`config.mk`:
```
export PLATFORM = sky130hd
export DESIGN_NAME = oirx_regs
export DESIGN_NICKNAME = d
export VERILOG_FILES = /design/src/design/oirx_pkg.sv /design/src/design/oirx_edge_detect.sv /design/src/design/oirx_regs.sv
export SDC_FILE = /design/constraint.sdc
export NUM_CORES = 1
export LEC_CHECK = 0
export ABC_CLOCK_PERIOD_IN_PS = 2100
export BUFFER_PORTS_ARGS = -buffer_cell sky130_fd_sc_hd__buf_2
export CAP_MARGIN = 30
export CORE_ASPECT_RATIO = 0.8
export CORE_MARGIN = 2
export CORE_UTILIZATION = 50
export CTS_BUF_LIST = sky130_fd_sc_hd__clkbuf_16
export CTS_CLUSTER_DIAMETER = 30
export CTS_CLUSTER_SIZE = 25
export DETAILED_ROUTE_END_ITERATION = 6
export GPL_ROUTABILITY_DRIVEN = 0
export GPL_TIMING_DRIVEN = 1
export PLACE_DENSITY = 0.8
export SYNTH_ARGS = -nofsm -noshare
export SYNTH_HDL_FRONTEND = slang
export SYNTH_SLANG_ARGS = --single-unit
```
`constraint.sdc`:
```
create_clock -name clk -period 2.1 [get_ports clk]
set_input_delay 0.42 -clock clk [delete_from_list [all_inputs] [get_ports clk]]
set_output_delay 0.42 -clock clk [all_outputs]
set_load 0.02 [all_outputs]
```
`src/design/oirx_pkg.sv`:
```
package oirx_pkg;

    // ------------------------------------------------------------
    // Register offsets
    // ------------------------------------------------------------
    localparam logic [7:0] IRQ_EVENT_SET_OFF      = 8'ha0;
    localparam logic [7:0] IRQ_EVENT_CLEAR_OFF    = 8'ha4;
    localparam logic [7:0] IRQ_MASK_SET_OFF       = 8'ha8;
    localparam logic [7:0] IRQ_MASK_CLEAR_OFF     = 8'hac;
    localparam logic [7:0] INITIAL_BANDWIDTH_OFF  = 8'hb0;
    localparam logic [7:0] INITIAL_CHAN_UPPER_OFF = 8'hb4;
    localparam logic [7:0] INITIAL_CHAN_LOWER_OFF = 8'hb8;
    localparam logic [7:0] FAIRNESS_CONTROL_OFF   = 8'hdc;

    // ------------------------------------------------------------
    // Field widths and reset values
    // ------------------------------------------------------------
    localparam int          CHANNELS         = 4;
    localparam int          BANDWIDTH_WIDTH  = 13;
    localparam int          PRI_REQ_WIDTH    = 8;
    localparam logic [12:0] BANDWIDTH_RESET  = 13'h1333;
    localparam logic [31:0] CHANNELS_RESET   = 32'hffff_ffff;
    localparam logic [7:0]  PRI_REQ_RESET    = 8'h00;
    localparam logic [3:0]  MASK_RESET       = 4'h0;
    localparam logic [3:0]  EVENT_RESET      = 4'h0;

    // Load sequencer states for the CSR copy
    typedef enum logic [1:0] {
        OIRX_LOAD_IDLE,
        OIRX_LOAD_COPY
    } oirx_load_e;

endpackage : oirx_pkg

```
`src/design/oirx_edge_detect.sv`:
```
`timescale 1ns/100ps

// ------------------------------------------------------------
// Rising edge detector for channel interrupt lines
// ------------------------------------------------------------
module oirx_edge_detect
(
    input  wire logic       clk,
    input  wire logic       reset_n,
    input  wire logic [3:0] level,
    output logic      [3:0] rise
);

    typedef struct packed {
        logic [3:0] last;
        logic [3:0] rise;
    } oirx_edge_s;

    oirx_edge_s state;
    oirx_edge_s next_state;

    always_comb
    begin
        next_state      = state;
        next_state.last = level;
        next_state.rise = level & ~state.last;
    end

    always_ff @(posedge clk)
    begin
        if (!reset_n)
        begin
            state <= '0;
        end
        else
        begin
            state <= next_state;
        end
    end

    assign rise = state.rise;

endmodule : oirx_edge_detect

```
`src/design/oirx_regs.sv`:
```
// Our own choice: the address-and-strobe port.
`timescale 1ns/100ps

// Overview of operation
// - Per-channel receive interrupt mask, reached at set and clear addresses.
// - Reads at mask set or clear address return the mask itself.
// - Mask bit n enables event bit n, one per receive channel.
// - Event bits set on channel rising edge or set write; clear by clear write.
// - Thirteen-bit bandwidth field resets to 1333h, survives bus reset.
// - Any listed reset copies bandwidth field into bandwidth CSR.
// - Bandwidth register bits above field read zero, writes ignored.
// - Upper and lower channel fields 32 bits, reset all ones, survive bus reset.
// - Listed resets copy upper channel field into upper channels CSR.
// - Listed resets copy lower channel field into lower channels CSR.
// - Fairness register lets software allow several requests per interval.
// - Low eight fairness bits limit priority requests per interval, default zero.
module oirx_regs
(
    input  wire logic        clk,
    input  wire logic        reset_n,
    input  wire logic [7:0]  addr,
    input  wire logic [31:0] wdata,
    input  wire logic        wr,
    input  wire logic        rd,
    output logic      [31:0] rdata,
    input  wire logic [3:0]  channel_irq,
    input  wire logic        global_reset_input,
    input  wire logic        link_reset_input,
    input  wire logic        legacy_bus_reset_input,
    input  wire logic        bus_reset_input,
    output logic             iso_receive_interrupt,
    output logic [3:0]       iso_rx_flags,
    output logic [12:0]      bandwidth_available_csr,
    output logic [31:0]      channels_available_upper_csr,
    output logic [31:0]      channels_available_lower_csr,
    output logic             csr_load_strobe,
    output logic [7:0]       pri_req_limit
);

    typedef struct packed {
        logic [3:0]                mask;
        logic [3:0]                events;
        logic [12:0]               initial_bandwidth_field;
        logic [31:0]               initial_channels_upper_field;
        logic [31:0]               initial_channels_lower_field;
        logic [7:0]                pri_req;
        logic [12:0]               bw_csr;
        logic [31:0]               chan_hi_csr;
        logic [31:0]               chan_lo_csr;
        logic                      load;
        logic                      irq;
        logic [31:0]               rdata;
        oirx_pkg::oirx_load_e      load_state;
    } oirx_regs_s;

    oirx_regs_s state;
    oirx_regs_s next_state;
    logic [3:0] channel_rise;

    function automatic logic hit(input logic [7:0] a, input logic [7:0] off);
        hit = (a == off);
    endfunction : hit

    oirx_edge_detect u_edge
    (
        .clk     (clk),
        .reset_n (reset_n),
        .level   (channel_irq),
        .rise    (channel_rise)
    );

    // ------------------------------------------------------------
    // Next-state logic
    // ------------------------------------------------------------
    always_comb
    begin
        logic       any_reset;
        logic [3:0] ev_set;
        logic [3:0] ev_clr;
        any_reset  = 1'b0;
        ev_set     = 4'h0;
        ev_clr     = 4'h0;
        next_state = state;
        next_state.rdata = 32'h0000_0000;
        next_state.load  = 1'b0;

        // Register writes
        if (wr)
        begin
            if (hit(addr, oirx_pkg::IRQ_MASK_SET_OFF))
            begin
                next_state.mask = state.mask | wdata[3:0];
            end
            if (hit(addr, oirx_pkg::IRQ_MASK_CLEAR_OFF))
            begin
                next_state.mask = state.mask & ~wdata[3:0];
            end
            if (hit(addr, oirx_pkg::IRQ_EVENT_SET_OFF))
            begin
                ev_set = wdata[3:0];
            end
            if (hit(addr, oirx_pkg::IRQ_EVENT_CLEAR_OFF))
            begin
                ev_clr = wdata[3:0];
            end
            if (hit(addr, oirx_pkg::INITIAL_BANDWIDTH_OFF))
            begin
                next_state.initial_bandwidth_field = wdata[12:0];
            end
            if (hit(addr, oirx_pkg::INITIAL_CHAN_UPPER_OFF))
            begin
                next_state.initial_channels_upper_field = wdata;
            end
            if (hit(addr, oirx_pkg::INITIAL_CHAN_LOWER_OFF))
            begin
                next_state.initial_channels_lower_field = wdata;
            end
            if (hit(addr, oirx_pkg::FAIRNESS_CONTROL_OFF))
            begin
                next_state.pri_req = wdata[7:0];
            end
        end

        // Event bits: set wins over clear
        next_state.events = (state.events & ~ev_clr) | ev_set | channel_rise;
        next_state.irq    = |(next_state.events & next_state.mask);

        // Register reads
        if (rd)
        begin
            case (addr)
                oirx_pkg::IRQ_EVENT_SET_OFF:
                    next_state.rdata = {28'h000_0000, state.events};
                oirx_pkg::IRQ_EVENT_CLEAR_OFF:
                    next_state.rdata = {28'h000_0000, state.events & state.mask};
                oirx_pkg::IRQ_MASK_SET_OFF,
                oirx_pkg::IRQ_MASK_CLEAR_OFF:
                    next_state.rdata = {28'h000_0000, state.mask};
                oirx_pkg::INITIAL_BANDWIDTH_OFF:
                    next_state.rdata = {19'h0_0000, state.initial_bandwidth_field};
                oirx_pkg::INITIAL_CHAN_UPPER_OFF:
                    next_state.rdata = state.initial_channels_upper_field;
                oirx_pkg::INITIAL_CHAN_LOWER_OFF:
                    next_state.rdata = state.initial_channels_lower_field;
                oirx_pkg::FAIRNESS_CONTROL_OFF:
                    next_state.rdata = {24'h00_0000, state.pri_req};
                default:
                    next_state.rdata = 32'h0000_0000;
            endcase
        end

        // Bus-management CSR load on any of the reset events
        any_reset = global_reset_input | link_reset_input
                  | legacy_bus_reset_input | bus_reset_input;
        case (state.load_state)
            oirx_pkg::OIRX_LOAD_IDLE:
            begin
                if (any_reset)
                begin
                    next_state.load_state = oirx_pkg::OIRX_LOAD_COPY;
                end
            end
            oirx_pkg::OIRX_LOAD_COPY:
            begin
                next_state.bw_csr      = state.initial_bandwidth_field;
                next_state.chan_hi_csr = state.initial_channels_upper_field;
                next_state.chan_lo_csr = state.initial_channels_lower_field;
                next_state.load        = 1'b1;
                next_state.load_state  = any_reset ? oirx_pkg::OIRX_LOAD_COPY
                                                   : oirx_pkg::OIRX_LOAD_IDLE;
            end
            default:
            begin
                next_state.load_state = oirx_pkg::OIRX_LOAD_IDLE;
            end
        endcase
    end

    // ------------------------------------------------------------
    // State register
    // ------------------------------------------------------------
    always_ff @(posedge clk)
    begin
        if (!reset_n)
        begin
            state.mask                         <= oirx_pkg::MASK_RESET;
            state.events                       <= oirx_pkg::EVENT_RESET;
            state.initial_bandwidth_field      <= oirx_pkg::BANDWIDTH_RESET;
            state.initial_channels_upper_field <= oirx_pkg::CHANNELS_RESET;
            state.initial_channels_lower_field <= oirx_pkg::CHANNELS_RESET;
            state.pri_req                      <= oirx_pkg::PRI_REQ_RESET;
            state.bw_csr                       <= oirx_pkg::BANDWIDTH_RESET;
            state.chan_hi_csr                  <= oirx_pkg::CHANNELS_RESET;
            state.chan_lo_csr                  <= oirx_pkg::CHANNELS_RESET;
            state.load                         <= 1'b0;
            state.irq                          <= 1'b0;
            state.rdata                        <= 32'h0000_0000;
            state.load_state                   <= oirx_pkg::OIRX_LOAD_IDLE;
        end
        else
        begin
            state <= next_state;
        end
    end

    assign rdata                        = state.rdata;
    assign iso_receive_interrupt        = state.irq;
    assign iso_rx_flags                 = state.events;
    assign bandwidth_available_csr      = state.bw_csr;
    assign channels_available_upper_csr = state.chan_hi_csr;
    assign channels_available_lower_csr = state.chan_lo_csr;
    assign csr_load_strobe              = state.load;
    assign pri_req_limit                = state.pri_req;

    // ------------------------------------------------------------
    // Checks
    // ------------------------------------------------------------
    mask_set_write_a: assert property (@(posedge clk) disable iff (!reset_n)
        wr && addr == oirx_pkg::IRQ_MASK_SET_OFF |=> ((state.mask & $past(wdata[3:0]))
        == $past(wdata[3:0])))
        else $error("Mask set write lost");

    mask_clear_write_a: assert property (@(posedge clk) disable iff (!reset_n)
        wr && addr == oirx_pkg::IRQ_MASK_CLEAR_OFF |=> ((state.mask & $past(wdata[3:0]))
        == 4'h0))
        else $error("Mask clear write lost");

    mask_read_a: assert property (@(posedge clk) disable iff (!reset_n)
        rd && (addr == oirx_pkg::IRQ_MASK_SET_OFF || addr == oirx_pkg::IRQ_MASK_CLEAR_OFF)
        |=> rdata == {28'h000_0000, $past(state.mask)})
        else $error("Mask read wrong");

    event_edge_a: assert property (@(posedge clk) disable iff (!reset_n)
        $rose(channel_irq[0]) |=> ##1 state.events[0])
        else $error("Channel edge missed");

    irq_gate_a: assert property (@(posedge clk) disable iff (!reset_n)
        iso_receive_interrupt == |(iso_rx_flags & state.mask))
        else $error("Interrupt does not match enabled events");

    bw_read_zero_a: assert property (@(posedge clk) disable iff (!reset_n)
        rd && addr == oirx_pkg::INITIAL_BANDWIDTH_OFF |=> rdata[31:13] == 19'h0_0000)
        else $error("Bandwidth upper bits not zero");

    csr_copy_a: assert property (@(posedge clk) disable iff (!reset_n)
        bus_reset_input && !wr |=> ##1 bandwidth_available_csr
        == $past(state.initial_bandwidth_field, 2))
        else $error("Bandwidth CSR not loaded");

    chan_copy_a: assert property (@(posedge clk) disable iff (!reset_n)
        global_reset_input && !wr |=> ##1 (channels_available_upper_csr
        == $past(state.initial_channels_upper_field, 2)) && csr_load_strobe)
        else $error("Channel CSR not loaded");

    chan_lo_copy_a: assert property (@(posedge clk) disable iff (!reset_n)
        legacy_bus_reset_input && !wr |=> ##1 (channels_available_lower_csr
        == $past(state.initial_channels_lower_field, 2)))
        else $error("Lower channel CSR not loaded");

    load_source_a: assert property (@(posedge clk) disable iff (!reset_n)
        csr_load_strobe |-> $past(state.load_state == oirx_pkg::OIRX_LOAD_COPY))
        else $error("Load strobe without copy state");

    event_set_write_a: assert property (@(posedge clk) disable iff (!reset_n)
        wr && addr == oirx_pkg::IRQ_EVENT_SET_OFF |=> ((state.events & $past(wdata[3:0]))
        == $past(wdata[3:0])))
        else $error("Event set write lost");

    event_clear_write_a: assert property (@(posedge clk) disable iff (!reset_n)
        wr && addr == oirx_pkg::IRQ_EVENT_CLEAR_OFF && channel_rise == 4'h0
        |=> ((state.events & $past(wdata[3:0])) == 4'h0))
        else $error("Event clear write lost");

    event_hold_a: assert property (@(posedge clk) disable iff (!reset_n)
        !(wr && addr == oirx_pkg::IRQ_EVENT_CLEAR_OFF)
        |=> ((state.events & $past(state.events)) == $past(state.events)))
        else $error("Event bit dropped without clear write");

    mask_hold_a: assert property (@(posedge clk) disable iff (!reset_n)
        !(wr && (addr == oirx_pkg::IRQ_MASK_SET_OFF || addr == oirx_pkg::IRQ_MASK_CLEAR_OFF))
        |=> state.mask == $past(state.mask))
        else $error("Mask changed without mask write");

    bw_write_a: assert property (@(posedge clk) disable iff (!reset_n)
        wr && addr == oirx_pkg::INITIAL_BANDWIDTH_OFF
        |=> state.initial_bandwidth_field == $past(wdata[12:0]))
        else $error("Bandwidth field write lost");

    bw_keep_a: assert property (@(posedge clk) disable iff (!reset_n)
        bus_reset_input && !wr
        |=> state.initial_bandwidth_field == $past(state.initial_bandwidth_field))
        else $error("Bandwidth field disturbed by bus reset");

    chan_keep_a: assert property (@(posedge clk) disable iff (!reset_n)
        bus_reset_input && !wr
        |=> state.initial_channels_lower_field == $past(state.initial_channels_lower_field))
        else $error("Channel field disturbed by bus reset");

    fair_read_a: assert property (@(posedge clk) disable iff (!reset_n)
        rd && addr == oirx_pkg::FAIRNESS_CONTROL_OFF
        |=> rdata == {24'h00_0000, $past(state.pri_req)})
        else $error("Fairness read wrong");

endmodule : oirx_regs

```
==> results.md, run 1 <==
* Dpl cells at 1204
* Hold Path Cell Cnt at 2
* Max Cap Viol at 0
* Ys flop type: dfxtp_1
* PortBufs at 174
* LEAKAGE at 0.00458 uW
* Worst R2R Start: state[153]$_SDFFE_PN1P_
* Synth Net Count at 1018
* Worst-path cell with the longest stage delay: dfxtp_1
* CP delay by family, top: flip-flops
* # nets final at between 1000 and 1500
* Max Slew Vio Count at 0
* Skew-Pair Late Insertion Delay at 0.50 ns
* Crit path DAT at 1.12 ns
* Number of synthesized flops with an enable pin at 0
* Die Span Y at 123 um
* First-pass GRT wire length at 33.5 mm
* Die area at 0.0189 mm2
* Die width at about 150 um
* Filler Cells Inserted at 1527
* Unrepaired setup endpoints after global routing: no
* Crit path required time at about 1.7 ns
* Tot Pwr at just under 10000 uW
* Fin crit period at 1.54 ns
* Area growth syn-to-layout at 15.1%
* R2r endpoint: rdata[0]$_SDFF_PN0_
* Hold slack final at 0.149 ns
* Register-to-Register Path Depth at 5
* Fmax at 651 MHz
* DRC viols at 0
* Drt pass-1 iters at 5
* Flop2flop setup slack at about 0.67 ns
* Post-CTS Setup Bufs at 0
* Fin crit share at 0.732
* H-Tree Level Count at 2
* Number of diodes at 0
* Largest net degree at the start of global routing at 82
* TritonCTS buffer count at 37
* CTS sink cnt at 213
* Hold-fix buffers, CTS at 0
* Clock buffer depth at 3
* Initial antenna violation count at 1
* Worst rel slew slack at 0.662
* Buffers & Inverters on Critical Path at 1
* Final Routed Wirelength at around 21 mm
* Hold Fails Final Rpt at 0
* Fin cells at roughly 1300
* Post_cts resized at 0
* Status: finished clean
* Hold Path Origin: channel_irq[2]
* CTS clk-pin slew, worst paths at 0.05 ns
* Number of global-route vias before repair at 6310
* Commonest non-fill, non-tap cell in the layout: nand2_1
* Post-Syn Instances at 966
* Setup TNS at 0 ns
* Remaining antenna violation count at 0
* WS Path Type: flop to output port
* Most frequent cells in the layout: 243 x nand2_1, 212 x dfxtp_1, 173 x buf_2
* CP max FO at 4
* Yosys warns at 0
* Syn Area/Cell at 9.24 um2
* Slowest stage delay, CP at 0.42 ns
* Post-detail-place hpwl at 13.7 mm
* Initial drt markers at 438
* Worst Hold Endpoint: u_edge.state[6]$_SDFF_PN0_
* Row cnt at 43
* Synth Register Bits at 213
* Util after Layout at 0.589
* DR vias/cell at between 5 and 6
* Max Clock Skew at about 0.012 ns
* HP Class: input pin to flop
* Sequential share of the synthesized area at 0.478
* DR vias at 6674
* Syn Std Cell Area at 0.00892 mm2
* VDD IR max at 0.000667 V
* Power density cells at 968 mW/mm2
* CP cell instances: buf_2
* CP Capture Type: output port
* Setup-failing EPs final at 0
* TritonCTS clock tree: yes
* CORE AREA at between 0.015 and 0.02 mm2
* CTS Root Cell: clkbuf_16
* Starting Density at 0.512
* Startpoint Class: flop
* Async set or reset register ratio after synthesis at 0
* Synth cell types at 41
* Total Routing Usage GR at 0.223
* WL/cell at 16.8 um
* GR Overflow Total at 0
* I/O pin count at 175
* Share of cells above drive strength 1 at 0.285
* Actual slew at the worst max-slew pin at 0.507 ns
[sequential cells by signal (all words and copies together) (netlist names), 4 cells and up]
register	flops
bandwidth_available_csr	13
channels_available_lower_csr	32
channels_available_upper_csr	32
iso_rx_flags	4
pri_req_limit	8
rdata	32
state	82
u_edge.rise	4
u_edge.state	4
[layout make-up]
type / count / area (um2) / area share
well taps: 225 / 282 / 0.0274
multi-input cells: 567 / 3390 / 0.331
inverters: 1 / 3.75 / 0.000365
flip-flops and latches: 213 / 4270 / 0.416
repair buffers: 198 / 1170 / 0.114
clock inverters: 28 / 230 / 0.0224
clock buffers: 37 / 926 / 0.0902
[cell usage after synthesis (8+ instances only)]
| master | number | area share |
|---|---|---|
| nand2_1 | 243 | 0.10 |
| dfxtp_1 | 213 | 0.48 |
| buf_4 | 128 | 0.11 |
| nand3_1 | 87 | 0.049 |
| mux2i_1 | 77 | 0.086 |
| a22oi_1 | 36 | 0.030 |
| clkbuf_1 | 25 | 0.011 |
| nor2_1 | 16 | 0.0067 |
| and2_1 | 15 | 0.011 |
| buf_2 | 14 | 0.0079 |
| buf_6 | 12 | 0.015 |
| a21oi_2 | 11 | 0.011 |
| nor2b_1 | 10 | 0.0070 |
| nor2_2 | 9 | 0.0063 |
| a21boi_0 | 8 | 0.0067 |
| a21o_1 | 8 | 0.0067 |
[worst max path at each step]
stage | startpoint | end | slack [ns] | cells after the start
3_5_place_dp | addr[1] | rdata[0]$_SDFF_PN0_ | 0.11 | 7
6_report | iso_rx_flags[0]$_SDFF_PN0_ | iso_rx_flags[0] | 0.56 | 1
2_1_floorplan | addr[4] | iso_receive_interrupt$_SDFF_PN0_ | 0.36 | 7
4_1_cts | iso_rx_flags[0]$_SDFF_PN0_ | iso_rx_flags[0] | 0.56 | 1
5_1_grt | addr[1] | rdata[0]$_SDFF_PN0_ | 0.49 | 7
3_3_place_gp | addr[1] | rdata[0]$_SDFF_PN0_ | 0.11 | 7
[per-stage QoR]
stage / worst slack, ns / cell area (um2)
6_report: 0.563 / 10300
5_1_grt: 0.487 / 10300
4_1_cts: 0.556 / 10300
3_5_place_dp: 0.112 / 9110
3_3_place_gp: 0.114 / 9110
2_1_floorplan: 0.361 / 8920
[cells by family after synthesis]
group / after synthesis / synth area share
simple gates: 398 / 0.204
flops: 213 / 0.478
mux: 85 / 0.0965
buf+inv: 186 / 0.144
compound gates: 84 / 0.0774
[metal layers]
metal | up-vias | wire length, um | GRT usage
met5 | - | 0 | 0
met4 | 0 | 318 | 0.0700
met3 | 26 | 1940 | 0.0620
met2 | 275 | 9250 | 0.342
met1 | 3157 | 9780 | 0.306
li1 | 3216 | - | -
[where the power goes]
group / internal (uW) / total [uW] / switching, uW
registers: 4070 / 4090 / 14.9
logic: 142 / 354 / 212
clock network: 3570 / 5500 / 1930
(Power assumes the default switching activity.)
==> inputs of run 2 (changes only) <==
--- a/config.mk
+++ b/config.mk
@@ -5,7 +5,8 @@
 export SDC_FILE = /design/constraint.sdc
 export NUM_CORES = 1
 export LEC_CHECK = 0
-export ABC_CLOCK_PERIOD_IN_PS = 2100
+export ABC_AREA = 1
+export ABC_CLOCK_PERIOD_IN_PS = 1300
 export BUFFER_PORTS_ARGS = -buffer_cell sky130_fd_sc_hd__buf_2
 export CAP_MARGIN = 30
 export CORE_ASPECT_RATIO = 0.8
@@ -17,7 +18,7 @@
 export DETAILED_ROUTE_END_ITERATION = 6
 export GPL_ROUTABILITY_DRIVEN = 0
 export GPL_TIMING_DRIVEN = 1
-export PLACE_DENSITY = 0.8
+export PLACE_DENSITY = 0.83
 export SYNTH_ARGS = -nofsm -noshare
 export SYNTH_HDL_FRONTEND = slang
 export SYNTH_SLANG_ARGS = --single-unit
==> constraint.sdc (replaced) <==
create_clock -name clk -period 1.3 [get_ports clk]
set_input_delay 0.26 -clock clk [delete_from_list [all_inputs] [get_ports clk]]
set_output_delay 0.26 -clock clk [all_outputs]
set_load 0.02 [all_outputs]
==> results.md, run 2 <==
* Largest register FFs at 82
* Ranking of synthesized cells by area: dfxtp_1 48%, buf_4 11%, nand2_1 8.6%, a21oi_1 6.0%, o211ai_1 5.7%
* Number of synthesized flops with an enable pin at 0
* Post-Syn Instances at between 1000 and 1500
* Ys flop type: dfxtp_1
* Worst-path cell with the longest stage delay: dfxtp_1
* First-pass GRT wire length at 34.1 mm
* CTS clk-pin slew, worst paths at about 0.05 ns
* Post-detail-place hpwl at 14.9 mm
* Row cnt at 43
* Area growth syn-to-layout at 21.9%
* Max Slew Vio Count at 0
* CORE AREA at 0.0173 mm2
* Tot Pwr at 17100 uW
* HP Class: input pin to flop
* Largest net degree at the start of global routing at 67
* CP delay by family, top: flip-flops
* PortBufs at 174
* Fin crit share at 0.984
* Syn Std Cell Area at 0.00880 mm2
* Die width at 152 um
* # nets final at approximately 1200
* VDD IR max at around 0.0018 V
* Clock buffer depth at 3
* Crit path required time at approximately 1.0 ns
* CP cell instances: buf_2
* Final WS setup at 0.0214 ns
* Async set or reset register ratio after synthesis at 0
* Filler Cells Inserted at 1474
* Synth cell types at 27
* Crit path DAT at between 1 and 1.5 ns
* XOR/XNOR Fraction of Synth Area at 0
* CP Capture Type: output port
* Slowest stage delay, CP at between 0.3 and 0.4 ns
* WL/cell at 15.5 um
* Setup TNS at 0 ns
* DR vias at 7276
* Synth Area in Simple Gates at 0.139
* Actual slew at the worst max-slew pin at 0.343 ns
* Top reg by flops: state
* Share of cells above drive strength 1 at 0.276
* Pre-CTS setup slack at -0.438 ns
* Power density cells at 1590 mW/mm2
* LEAKAGE at 0.00521 uW
* CP max FO at 1
* Initial drt markers at between 500 and 600
* Commonest non-fill, non-tap cell in the layout: dfxtp_1
* Initial antenna violation count at 1
* Skew-Pair Late Insertion Delay at 0.50 ns
* Multi-input gate area at roughly 0.0029 mm2
* TritonCTS buffer count at 35
* Startpoint Class: flop
* Fmax at 782 MHz
* Max Cap Viol at 0
* Util after Layout at 0.621
* CTS sink cnt at 213
* H-Tree Level Count at 2
* Buffers & Inverters on Critical Path at 1
* Number of global-route vias before repair at between 6000 and 7000
* Die Span Y at 123 um
* Largest family of logic cells by synthesized area: buffers and inverters
* CTS Root Cell: clkbuf_16
* Starting Density at 0.510
* Post-synth top area share at 0.484
* GR Overflow Total at 0
* Synth area leader: dfxtp_1
* Drt pass-1 iters at 5
* TritonCTS clock tree: yes
* Count leader, synth: dfxtp_1
* Post-synthesis compound-gate area fraction at 0.186
* Max Clock Skew at 0.0214 ns
* Post-synth top cells: 213 x dfxtp_1, 202 x nand2_1, 127 x buf_4
* Remaining antenna violation count at 0
* WS Path Type: flop to output port
* Post-synthesis adder-cell area fraction at 0
* Synth Register Bits at 213
* DR vias/cell at 5.13
* FF/Latch Area at around 0.0043 mm2
* Final Routed Wirelength at between 20 and 25 mm
* Status: finished clean
* Worst rel slew slack at 0.769
* Yosys warns at 0
* Synth Net Count at 1120
* Most frequent cells in the layout: 203 x dfxtp_1, 202 x nand2_1, 140 x buf_2
* Fin crit period at 1.28 ns
* Sequential share of the synthesized area at 0.484
* I/O pin count at 175
* Hold Fails Final Rpt at 0
* Setup-failing EPs final at 0
* Total Routing Usage GR at 0.228
* Die area at between 0.015 and 0.02 mm2
* Post-synthesis mux area share at 0
* Syn Area/Cell at about 8.2 um2
* DRC viols at 0
-- run 2: cell types whose count changed in the layout (fill, tap and decap cells not counted), sizes merged, moves of 27 or more --
cell	previous run	this run
a21oi	13	114
mux2i	77	0
inv	11	126
o211ai	0	67
o21ai	0	74
nand3	87	35
a22oi	38	0
nand2	245	212
buf	198	225
-- run 2: repair_timing --
action	4_1_cts	5_1_grt
endpoints found under the setup margin	12	39
hold buffers	16	0
pin swaps	0	1
gates cloned	0	0
resized for setup	16	37
endpoints found under the hold margin	21	0
buffers inserted	0	2
-- run 2: layer usage --
metal | global-route usage | part of all wire | up-vias
li1 | - | - | 3567
met1 | 0.299 | 0.44 | 3371
met2 | 0.369 | 0.46 | 305
met3 | 0.0664 | 0.091 | 33
met4 | 0.0625 | 0.015 | 0
met5 | 0 | 0 | -
-- run 2: per-stage QoR --
stage | cells | cell area (um2) | hold WS (ns)
floorplan | 1068 | 8820 | 0.368
global placement | 1336 | 9260 | 0.372
detailed placement | 1336 | 9260 | 0.376
CTS | 1414 | 10600 | 0.000345
global route | 1417 | 10700 | 0.0122
finish | 1417 | 10700 | 0.0131
-- run 2: kinds of logic after synthesis --
kind of cell,after synthesis
AOI/OAI and AO/OA,274
buffers and inverters,300
DFF,213
and+or+nand+nor,281
-- run 2: power by group --
group | switching, uW | internal, uW | total [uW]
Sequential | 87.4 | 6710 | 6800
Combinational | 710 | 433 | 1140
Clock | 3110 | 6030 | 9140
Total | 3910 | 13200 | 17100
-- run 2: worst paths after layout --
| check | from | to | slack (ns) | depth (start not counted) |
|---|---|---|---|---|
| worst max-delay path | rdata[6]$_SDFF_PN0_ | rdata[6] | 0.02 | 1 |
| worst min-delay path | wdata[22] | state[143]$_SDFFE_PN1P_ | 0.01 | 3 |
| worst max register to register | state[0]$_SDFFE_PN0P_ | channels_available_upper_csr[31]$_SDFFE_PN1P_ | 0.29 | 3 |
| worst min register to register | u_edge.state[6]$_SDFF_PN0_ | u_edge.rise[2]$_SDFF_PN0_ | 0.38 | 1 |
-- run 2: cell type report --
type | count | area share
clock inverter | 26 | 0.0262
tap | 225 | 0.0262
inverter | 120 | 0.0427
timing repair buffer | 241 | 0.154
antenna | 1 | 0.000233
sequential | 213 | 0.398
clock buffer | 36 | 0.0839
multi-input combinational | 555 | 0.268
==> inputs of run 3 (changes only) <==
--- a/config.mk
+++ b/config.mk
@@ -9,7 +9,6 @@
 export ABC_CLOCK_PERIOD_IN_PS = 1300
 export BUFFER_PORTS_ARGS = -buffer_cell sky130_fd_sc_hd__buf_2
 export CAP_MARGIN = 30
-export CORE_ASPECT_RATIO = 0.8
 export CORE_MARGIN = 2
 export CORE_UTILIZATION = 50
 export CTS_BUF_LIST = sky130_fd_sc_hd__clkbuf_16
==> results.md, run 3 (same netlist as run 2, synthesis figures left out) <==
* Initial antenna violation count at 1
* Final Routed Wirelength at 21.7 mm
* CP Capture Type: output port
* Buffers & Inverters on Critical Path at 1
* Largest register FFs at 82
* Die Span Y at 137 um
* Filler Cells Inserted at 1425
* Hold slack final at 0.0150 ns
* # nets final at 1224
* Fin crit period at roughly 1.3 ns
* CP delay by family, top: flip-flops
* CTS Root Cell: clkbuf_16
* Register-to-Register Path Depth at 4
* Max Clock Skew at between 0.015 and 0.02 ns
* CP max FO at 2
* WS Path Type: flop to output port
* PortBufs at between 150 and 200
* TritonCTS buffer count at 38
* Skew-Pair Late Insertion Delay at about 0.5 ns
* DR vias at 7305
* Initial drt markers at 408
* TritonCTS clock tree: yes
* Post-detail-place hpwl at 14.9 mm
* Worst R2R Start: state[0]$_SDFFE_PN0P_
* HP Class: input pin to flop
* Crit path DAT at 1.02 ns
* Hold Fails Final Rpt at 0
* Largest net degree at the start of global routing at 51
* Power density cells at 1610 mW/mm2
* Slowest stage delay, CP at about 0.36 ns
* R2r endpoint: channels_available_upper_csr[20]$_SDFFE_PN1P_
* Max Cap Viol at 0
* Flop2flop setup slack at around 0.19 ns
* Pre-CTS setup slack at -0.276 ns
* Number of global-route vias before repair at around 7000
* Commonest non-fill, non-tap cell in the layout: dfxtp_1
* Worst-path cell with the longest stage delay: dfxtp_1
* Top reg by flops: state
* Worst path depth at 1
* Die width at between 100 and 150 um
* First-pass GRT wire length at 34.2 mm
* VDD IR max at 0.00128 V
* Crit path launch: channels_available_upper_csr[31]$_SDFFE_PN1P_
* Number of diodes at 0
* WL/cell at 15.2 um
* Actual slew at the worst max-slew pin at 0.464 ns
* Status: finished clean
* CP endpoint: channels_available_upper_csr[31]
* Worst rel slew slack at 0.690
* Clock buffer depth at 3
* Remaining antenna violation count at 0
* Starting Density at 0.511
* I/O pin count at 175
* Setup-failing EPs final at 0
* CTS sink cnt at around 210
* Max Slew Vio Count at 0
* CORE AREA at 0.0172 mm2
* DR vias/cell at 5.13
* Die area at 0.0187 mm2
* DRC viols at 0
* Share of cells above drive strength 1 at 0.278
* Final WS setup at 0.0249 ns
* Crit path required time at 1.04 ns
* Tot Pwr at 17500 uW
* Most frequent cells in the layout: 203 x dfxtp_1, 202 x nand2_1, 146 x buf_2
* Fmax at 784 MHz
* Startpoint Class: flop
* H-Tree Level Count at 2
* LEAKAGE at between 0.005 and 0.006 uW
* Row cnt at 48
* Fin crit share at 0.981
* GR Overflow Total at 0
* CTS clk-pin slew, worst paths at 0.05 ns
* Post-CTS Setup Bufs at 0
* Drt pass-1 iters at 5
* Unrepaired setup endpoints after global routing: no
* Total Routing Usage GR at 0.231
* Area growth syn-to-layout at 23.1%
* CP cell instances: buf_4
[run 3: report_power, final]
group	internal (uW)	leakage, uW	total [uW]	switching, uW
clock	6250	0.000604	9510	3260
combinational	438	0.00289	1150	708
sequential	6710	0.00174	6800	86.1
total	13400	0.00524	17500	4050
[run 3: stage by stage]
stage | setup TNS, ns | utilization | std cells | instance area [um2]
after floorplan | 0 | - | 1068 | 8820
after global placement | -18.38 | 0.542 | 1341 | 9350
after detailed placement | -20.92 | 0.542 | 1341 | 9350
after CTS | 0 | 0.626 | 1425 | 10800
after global routing | 0 | 0.629 | 1425 | 10800
final | 0 | 0.629 | 1425 | 10800
[run 3: worst min-delay path by stage]
stage	startpoint	endpoint	depth (start not counted)
2_1_floorplan	u_edge.state[6]$_SDFF_PN0_	u_edge.rise[2]$_SDFF_PN0_	1
3_3_place_gp	u_edge.state[7]$_SDFF_PN0_	u_edge.rise[3]$_SDFF_PN0_	1
3_5_place_dp	u_edge.state[6]$_SDFF_PN0_	u_edge.rise[2]$_SDFF_PN0_	1
4_1_cts	wdata[20]	state[141]$_SDFFE_PN1P_	3
5_1_grt	wdata[16]	state[169]$_SDFFE_PN1P_	3
6_report	wdata[22]	state[175]$_SDFFE_PN1P_	3
[run 3: final cells by class]
class,instances,area [um2],share of cell area
multi-input combinational,555,2880,0.266
clock buffer,39,976,0.0900
clock inverter,29,267,0.0246
tap,225,282,0.0260
sequential,213,4280,0.395
inverter,120,458,0.0422
timing repair buffer,244,1700,0.157
[run 3: repair_timing]
action,in CTS,in global routing
resized for setup,17,28
hold buffers,16,0
pin swaps,0,0
setup endpoints to repair,9,21
endpoints found under the hold margin,19,0
[run 3: metal layers]
metal | GRT usage | up-vias | wire (um)
li1 | - | 3585 | -
met1 | 0.287 | 3352 | 9080
met2 | 0.388 | 312 | 10200
met3 | 0.0593 | 54 | 1830
met4 | 0.0845 | 2 | 601
met5 | 0 | - | 8
